File: config.mk
export PLATFORM = sky130hd
export DESIGN_NAME = rfct_trigger
export DESIGN_NICKNAME = d
export VERILOG_FILES = /design/src/core/rfct_trigger.v
export VERILOG_INCLUDE_DIRS = /design/src /design/src/core
export SDC_FILE = /design/constraint.sdc
export NUM_CORES = 1
export LEC_CHECK = 0
export CORE_ASPECT_RATIO = 0.75
export CORE_UTILIZATION = 40
export CTS_BUF_LIST = sky130_fd_sc_hd__clkbuf_4 sky130_fd_sc_hd__clkbuf_8
export DETAILED_ROUTE_END_ITERATION = 8
export DONT_BUFFER_PORTS = 1
export PLACE_DENSITY = 0.53
export SETUP_SLACK_MARGIN = 0.05
export SLEW_MARGIN = 20
export SYNTH_ARGS = -nofsm -noshare
export SYNTH_HDL_FRONTEND = slang
export SYNTH_SLANG_ARGS = --single-unit
File: constraint.sdc
create_clock -name sys_clk -period 4.73 [get_ports sys_clk]
set_clock_uncertainty 0.1 [all_clocks]
set_input_delay 0 -clock sys_clk [delete_from_list [all_inputs] [get_ports sys_clk]]
set_output_delay 0 -clock sys_clk [all_outputs]
set_load 0.01 [all_outputs]
File: src/core/rfct_consts.vh
// constants for the receive flow-control trigger block
// assumes a 200 MHz system clock and an APB register port
`ifndef RFCT_CONSTS_VH
`define RFCT_CONSTS_VH

// ------------------------------------------------------------
// register map (byte addresses)
// ------------------------------------------------------------
`define RFCT_ADDR_W 8
`define RFCT_CFG_ADDR 8'hac
`define RFCT_STAT_ADDR 8'hc0
`define RFCT_CFG_RESET 32'h00000000
`define RFCT_CFG_MASK 32'h00ffffff

// ------------------------------------------------------------
// config field positions
// ------------------------------------------------------------
`define RFCT_HI_MSB 23
`define RFCT_HI_LSB 16
`define RFCT_LO_MSB 15
`define RFCT_LO_LSB 8
`define RFCT_DUR_MSB 7
`define RFCT_DUR_LSB 4
`define RFCT_MCAST_BIT 3
`define RFCT_BCAST_BIT 2
`define RFCT_OWN_BIT 1
`define RFCT_ANY_BIT 0

// ------------------------------------------------------------
// status field positions
// ------------------------------------------------------------
`define RFCT_ST_JAM_BIT 0
`define RFCT_ST_PAUSED_BIT 1
`define RFCT_ST_ABOVE_BIT 2
`define RFCT_ST_LOW_BIT 3
`define RFCT_ST_LVL_LSB 8

// ------------------------------------------------------------
// fifo level: bytes, threshold unit is 64 bytes
// ------------------------------------------------------------
`define RFCT_LVL_W 14
`define RFCT_UNIT_SHIFT 6

// ------------------------------------------------------------
// timing
// ------------------------------------------------------------
`define RFCT_CLK_PS 5000
`define RFCT_TENTH_US_PS 100000
`define RFCT_CYC_PER_TENTH (`RFCT_TENTH_US_PS / `RFCT_CLK_PS)
`define RFCT_SLOW_EXTRA_TENTHS 13'd22
`define RFCT_TIMER_W 17

`endif

File: src/core/rfct_trigger.v
// receive flow-control trigger: back pressure and pause requests
// assumes fifo level and frame-class strobes are synchronous to sys_clk
// and that the mac builds and queues the pause frames it is asked for
// limitation: the low threshold is trusted to sit below the high one;
// a bad pair makes pause and resume frames alternate while the fill sits between the two
// the status word is read only and shows the live fill in units
//
// How it works
// - jam lasts the programmed duration code
// - duration code unused in full duplex
// - multicast frame triggers jam above threshold
// - broadcast frame triggers jam above threshold
// - own-address frame triggers jam above threshold
// - any-frame bit alone enables full-duplex control
// - half duplex any-frame acts on preamble
// - full duplex requests pause at threshold
// - any-frame bit overrides the other triggers
// - 100 Mb/s durations 5 to 600 us
// - 10 Mb/s adds 2.2 us
// - high threshold in 64-byte units, one pause
// - zero pause below low after pause
// - nothing while transmitter is disabled
// - half duplex jams each matching frame
//
// Our own choices: the APB register port and the placing of the registers.
`timescale 1ns/10ps
`include "rfct_consts.vh"

module rfct_trigger #(
    parameter CYCLES_PER_TENTH = `RFCT_CYC_PER_TENTH
) (
    input wire sys_clk,
    input wire rst_n,
    input wire psel,
    input wire penable,
    input wire pwrite,
    input wire [7:0] paddr,
    input wire [31:0] pwdata,
    input wire [3:0] pstrb,
    output reg [31:0] prdata,
    output reg pready,
    output reg pslverr,
    input wire [13:0] rxFifoLevel,
    input wire fullDuplex,
    input wire linkSpeed100,
    input wire txEnable,
    input wire rxPreamble,
    input wire rxFrameDecoded,
    input wire rxIsMulticast,
    input wire rxIsBroadcast,
    input wire rxIsOwnAddress,
    output reg jamActive,
    output reg pauseRequest,
    output reg pauseZeroRequest
);

    // ------------------------------------------------------------
    // duration lookup
    // ------------------------------------------------------------
    // 100 Mb/s column
    // 100 Mb/s duration in tenths of a microsecond
    function [12:0] durTenths;
        input [3:0] code;
        begin
            case (code)
                4'h0: durTenths = 13'd50;
                4'h1: durTenths = 13'd100;
                4'h2: durTenths = 13'd150;
                4'h3: durTenths = 13'd250;
                4'h4: durTenths = 13'd500;
                4'h5: durTenths = 13'd1000;
                4'h6: durTenths = 13'd1500;
                4'h7: durTenths = 13'd2000;
                4'h8: durTenths = 13'd2500;
                4'h9: durTenths = 13'd3000;
                4'ha: durTenths = 13'd3500;
                4'hb: durTenths = 13'd4000;
                4'hc: durTenths = 13'd4500;
                4'hd: durTenths = 13'd5000;
                4'he: durTenths = 13'd5500;
                default: durTenths = 13'd6000;
            endcase
        end
    endfunction

    // address decode used by both the read mux and write path
    function isCfg;
        input [7:0] a;
        begin
            isCfg = (a == `RFCT_CFG_ADDR);
        end
    endfunction

    function isStat;
        input [7:0] a;
        begin
            isStat = (a == `RFCT_STAT_ADDR);
        end
    endfunction

    // ------------------------------------------------------------
    // state machine codes (one-hot)
    // ------------------------------------------------------------
    localparam [2:0] ST_IDLE = 3'b001;
    localparam [2:0] ST_JAM = 3'b010;
    localparam [2:0] ST_PAUSED = 3'b100;

    // 17 bits hold 6022 tenths at 20 cycles each
    localparam [16:0] CYC_TENTH = CYCLES_PER_TENTH[16:0];

    // ------------------------------------------------------------
    // registers
    // ------------------------------------------------------------
    reg [31:0] cfg_q;
    reg [31:0] cfg_d;
    reg [2:0] state_q;
    reg [2:0] state_d;
    reg [16:0] timer_q;
    reg [16:0] timer_d;
    reg pauseReq_d;
    reg pauseZero_d;
    reg accessDone;
    reg [31:0] rdMux;

    // ------------------------------------------------------------
    // configuration fields
    // ------------------------------------------------------------
    wire [7:0] hiLevel = cfg_q[`RFCT_HI_MSB:`RFCT_HI_LSB];
    wire [7:0] loLevel = cfg_q[`RFCT_LO_MSB:`RFCT_LO_LSB];
    wire [3:0] durCode = cfg_q[`RFCT_DUR_MSB:`RFCT_DUR_LSB];
    wire trigMcast = cfg_q[`RFCT_MCAST_BIT];
    wire trigBcast = cfg_q[`RFCT_BCAST_BIT];
    wire trigOwn = cfg_q[`RFCT_OWN_BIT];
    wire trigAny = cfg_q[`RFCT_ANY_BIT];

    // ------------------------------------------------------------
    // state decode
    // ------------------------------------------------------------
    wire inJam = (state_q == ST_JAM);
    wire inPaused = (state_q == ST_PAUSED);

    // ------------------------------------------------------------
    // fill level compare
    // ------------------------------------------------------------
    // 64-byte units
    wire [7:0] levelUnits = rxFifoLevel[13:`RFCT_UNIT_SHIFT];
    // a partly filled unit does not count toward a threshold
    wire atHigh = (levelUnits >= hiLevel);
    // low threshold assumed below high by software, not checked here
    wire belowLow = (levelUnits < loLevel);

    // ------------------------------------------------------------
    // half-duplex trigger selection
    // ------------------------------------------------------------
    // multicast class
    wire mcastHit = trigMcast & rxIsMulticast;
    wire bcastHit = trigBcast & rxIsBroadcast;
    wire ownHit = trigOwn & rxIsOwnAddress;
    // class bits are only valid with the decode strobe
    wire classHit = rxFrameDecoded & (mcastHit | bcastHit | ownHit);

    wire anyHit = rxPreamble;
    wire hdFire = txEnable & ~fullDuplex & atHigh
                & (trigAny ? anyHit : classHit);

    // ------------------------------------------------------------
    // full-duplex trigger
    // ------------------------------------------------------------
    // only the any-frame bit counts
    wire fdFire = txEnable & fullDuplex & trigAny & atHigh;

    // ------------------------------------------------------------
    // duration to cycles
    // ------------------------------------------------------------
    // slow link adds 2.2 us
    wire [12:0] tenths = durTenths(durCode)
                       + (linkSpeed100 ? 13'd0 : `RFCT_SLOW_EXTRA_TENTHS);
    wire [29:0] prod = tenths * CYC_TENTH;
    wire [16:0] jamCycles = prod[16:0];
    // a code change mid-jam only affects the next reload
    wire timerLast = (timer_q <= 17'h00001);

    // ------------------------------------------------------------
    // flow-control state machine
    // ------------------------------------------------------------
    // full duplex paused state survives jam timing so a
    // duplex change mid-jam simply drops the jam
    always @* begin
        state_d = state_q;
        timer_d = timer_q;
        pauseReq_d = 1'b0;
        pauseZero_d = 1'b0;
        case (state_q)
            ST_IDLE: begin
                // fdFire and hdFire never hold together
                if (fdFire) begin
                    pauseReq_d = 1'b1;
                    state_d = ST_PAUSED;
                end else if (hdFire) begin
                    timer_d = jamCycles;
                    state_d = ST_JAM;
                end
            end
            ST_JAM: begin
                if (~txEnable | fullDuplex) begin
                    timer_d = 17'h00000;
                    state_d = ST_IDLE;
                end else if (hdFire) begin
                    // each matching frame re-jams
                    // reload, not extend: the newest frame gets the full time
                    timer_d = jamCycles;
                end else if (timerLast) begin
                    timer_d = 17'h00000;
                    state_d = ST_IDLE;
                end else begin
                    timer_d = timer_q - 17'h00001;
                end
            end
            ST_PAUSED: begin
                // with the transmitter off the owed resume waits
                // zero pause after a pause
                if (belowLow & txEnable) begin
                    pauseZero_d = 1'b1;
                    state_d = ST_IDLE;
                end else if (~fullDuplex | ~trigAny) begin
                    // control withdrawn: no resume frame owed
                    state_d = ST_IDLE;
                end
            end
            default: begin
                // an illegal one-hot code falls back to idle
                timer_d = 17'h00000;
                state_d = ST_IDLE;
            end
        endcase
    end

    always @(posedge sys_clk) begin
        if (!rst_n) begin
            state_q <= ST_IDLE;
            timer_q <= 17'h00000;
        end else begin
            state_q <= state_d;
            timer_q <= timer_d;
        end
    end

    // ------------------------------------------------------------
    // output registers
    // ------------------------------------------------------------
    // silent while transmitter off
    wire jamNext = (state_d == ST_JAM) & txEnable;
    wire pauseNext = pauseReq_d & txEnable;
    wire zeroNext = pauseZero_d & txEnable;

    // taken from the next state so a jam starts one edge after its trigger
    always @(posedge sys_clk) begin
        if (!rst_n) begin
            jamActive <= 1'b0;
            pauseRequest <= 1'b0;
            pauseZeroRequest <= 1'b0;
        end else begin
            jamActive <= jamNext;
            pauseRequest <= pauseNext;
            pauseZeroRequest <= zeroNext;
        end
    end

    // ------------------------------------------------------------
    // apb slave, one wait state
    // ------------------------------------------------------------
    // the wait state lets pready be a plain flop, at one cycle a transfer
    wire cfgSel = isCfg(paddr);
    wire statSel = isStat(paddr);
    wire firstAccess = psel & penable & ~pready;
    wire badAccess = ~(cfgSel | (statSel & ~pwrite));
    // a refused write leaves every byte as it was
    wire cfgWrite = accessDone & pwrite & cfgSel;
    wire [31:0] cfgMerged;

    // one lane per byte strobe
    genvar g;
    generate
        for (g = 0; g < 4; g = g + 1) begin : gLane
            assign cfgMerged[g*8 +: 8] = (cfgWrite & pstrb[g]) ? pwdata[g*8 +: 8]
                                       : cfg_q[g*8 +: 8];
        end
    endgenerate

    // the reserved top byte never holds a one
    always @* begin
        accessDone = psel & penable & pready;
        cfg_d = cfgMerged & `RFCT_CFG_MASK;
    end

    // ------------------------------------------------------------
    // read data
    // ------------------------------------------------------------
    always @* begin
        rdMux = 32'h00000000;
        if (cfgSel) begin
            rdMux = cfg_q;
        end else if (statSel) begin
            rdMux[`RFCT_ST_JAM_BIT] = inJam;
            rdMux[`RFCT_ST_PAUSED_BIT] = inPaused;
            rdMux[`RFCT_ST_ABOVE_BIT] = atHigh;
            rdMux[`RFCT_ST_LOW_BIT] = belowLow;
            rdMux[`RFCT_ST_LVL_LSB +: 8] = levelUnits;
        end
    end

    always @(posedge sys_clk) begin
        if (!rst_n) begin
            cfg_q <= `RFCT_CFG_RESET;
            pready <= 1'b0;
            pslverr <= 1'b0;
            prdata <= 32'h00000000;
        end else begin
            cfg_q <= cfg_d;
            pready <= firstAccess;
            // error and data answer together with pready
            if (firstAccess) begin
                pslverr <= badAccess;
                prdata <= pwrite ? 32'h00000000 : rdMux;
            end else begin
                pslverr <= 1'b0;
                prdata <= 32'h00000000;
            end
        end
    end

endmodule

==> metrics.txt <==
core box area=11700 µm²; GRT Util Overall=21.7%; htree depth=3; commonest non-fill, non-tap cell in the layout=dfxtp_1; LEAKAGE=2.47 nW; # DRC=0; Max-Slew Margin vs Limit=36.8%; async set-or-reset flop fraction in the synthesized netlist=0%; Post-synth EDFFs=0; maximum VDD drop=0.149 mV; Final Core Density=48.5%; Mapped Cells=537; Post-Synth XOR/XNOR Area=5.15%; post-synth cell types=70; Final Setup Violations=0; number of diodes=0; Placer Congestion=0.819; pin count of the biggest net entering global routing=22; Reg power frac=52.8%; Hold Buf Count CTS=47; max incr delay on CP=490 ps; Seq/Total Area, Yosys=34.9%; area share of fa/ha/maj cells after synthesis=12.4%; first-pass GRT wire length=21400 µm; pwr/cell area=238 nW/µm²; Worst Path Max Fanout=4; prevailing post-synth register cell=dfxtp_1; worst hold path type=in -> reg; total CTS buffers=9; grt total ovfl=0; Initial Utilization=41.6%; RSZ-0062 raised after global routing=no; Simple-Gate Fraction of Synth Area=18.3%; flops & latches, synth=85; clk slew on worst S/H paths=90 ps; clock share of power=38.7%; io pins=108; f_max=264 MHz; reg2reg setup slack=940 ps; maxcap violations=0; Min Hold Slack=67.0 ps; final worst path period share=80.1%; switching power=0.000327 W; largest family of logic cells by synthesized area=simple AND/OR/NAND/NOR gates; CTS resizes=0; first-pass iteration count of the detailed router=5; area grow syn2layout=16.7%; Mapped Area=4880 µm²; syn avg cell area=9.09 µm²; CP max stage cell=fa_1; Crit Path Class=reg -> reg; CTS Buffer Depth=2; root buffer cell=clkbuf_8; Setup TNS=0 ps; initial antenna violation count=0; Cell Rows=34; CP startpoint kind=flop; count of input and output buffers=0; Hold Vio Cnt, Final=0; setup bufs post-CTS=0; HPWL Detailed=9600 µm; fin area=5700 µm²; most frequent cells in the layout=dfxtp_1, nor2_1, dlygate4sd3_1, ha_1; hold wc startpoint=rxFifoLevel[12]; Die Ht=97.7 µm; share of cells above drive strength 1=6.60%; CTS tree=yes; # fillers=1124; die area=12700 µm²; nets@finish=705; vias in the first global route=4118; Critical Path, Cell by Cell=ha_1 > inv_1 > fa_1 > o21bai_1 > xor2_1 > ha_1 > fa_1 > a211oi_1 > o21bai_1 > a21oi_1 > xor2_1 > nor3_1 > a311o_1; post-route antenna net violation count=0; Synthesis Warnings=0; mux contribution to synthesized area=5.97%; die span in x=130 µm; CTS sink count=85; Sw Ratio=24.1%; Synth Area in Compound Gates=18.2%; fin. max-slew vios=0; Routed WL per cell=17.3 µm; Pint=0.00103 W; worst endpoint required time=4880 ps; final wirelength=13000 µm; Post-DP Area=5020 µm²; CP Capture Type=flop; worst slew pin tran=945 ps; total power=0.00136 W; combinational power share=8.5%; Skew-Pair Late Insertion Delay=360 ps; crit path time final=3790 ps; Via density=5.51; status=completed; crit path DAT=3940 ps; Iter 0 DRT Violations=290; via count=4146
[cells by family after synthesis]
family                   after synthesis
adder cells (fa/ha/maj)               47
AND/OR/NAND/NOR                      173
other                                  1
buffers and inverters                 53
XOR/XNOR                              27
AO/OA/AOI/OAI                        122
multiplexers                          29
flip-flops                            85
[stage by stage]
step	setup WS [ps]	cells
after floorplan	1270	544
after global placement	953	691
after detailed placement	933	691
after CTS	908	753
after global routing	622	753
final	944	753
[cells in the mapped netlist, types with 6 or more instances]
cell | count | area, µm²
a211oi_1 | 7 | 52.6
a21o_1 | 9 | 67.6
a21oi_1 | 20 | 100
a22o_1 | 9 | 78.8
and2_1 | 7 | 43.8
and3_1 | 6 | 37.5
buf_4 | 8 | 60.1
clkbuf_1 | 8 | 30.0
dfxtp_1 | 85 | 1700
ha_1 | 45 | 563
inv_1 | 34 | 128
mux2i_1 | 28 | 280
nand2_1 | 34 | 128
nand2b_1 | 9 | 56.3
nand3_1 | 9 | 45.0
nand4_1 | 6 | 37.5
nor2_1 | 49 | 184
nor3_1 | 19 | 95.1
nor4_1 | 9 | 56.3
o211ai_1 | 6 | 45.0
o21ai_0 | 21 | 105
o221a_2 | 6 | 67.6
xnor2_1 | 16 | 140
xor2_1 | 10 | 87.6
[final timing paths]
check	endpoint	cells past startpoint
max	timer_q[12]$_SDFFE_PN0P_	13
min	pauseZeroRequest$_SDFF_PN0_	5
min reg2reg	prdata[5]$_SDFF_PP0_	1
max reg2reg	timer_q[12]$_SDFFE_PN0P_	13
[layer usage]
metal,GRT usage (%),share of wire [%],vias to the layer above
li1,-,-,2048
met1,31.6,51,1943
met2,31.4,41,138
met3,4.79,5.6,17
met4,6.71,1.8,0
met5,0,0,-
[power groups by stage]
stage / Clock [W] / Sequential [W] / Combinational (W)
floorplan: 0 / 0.000733 / 0.0000712
global placement: 0 / 0.000733 / 0.0000786
detailed placement: 0 / 0.000733 / 0.0000792
CTS: 0.000542 / 0.000716 / 0.000115
global route: 0.000576 / 0.000717 / 0.000129
finish: 0.000525 / 0.000716 / 0.000115
[worst max-delay path, delay by kind of cell (launching register included)]
kind,cells,cell delay [ps]
buf+inv,1,50
simple gates,1,60
compound gates,5,1390
fa+ha+maj,4,1330
xor+xnor,2,420
flops,1,320
[final cells by class]
type                    count  area [µm²]  area share, %
multi-input cells         406        2970           52.1
flip-flops and latches     85        1700           29.9
repair buffers             51         500           8.79
well taps                 162         203           3.56
clock buffers              10         138           2.42
inverters                  34         128           2.24
clock inverters             5        60.1           1.05
No activity file was read; power rests on OpenSTA's default activity.
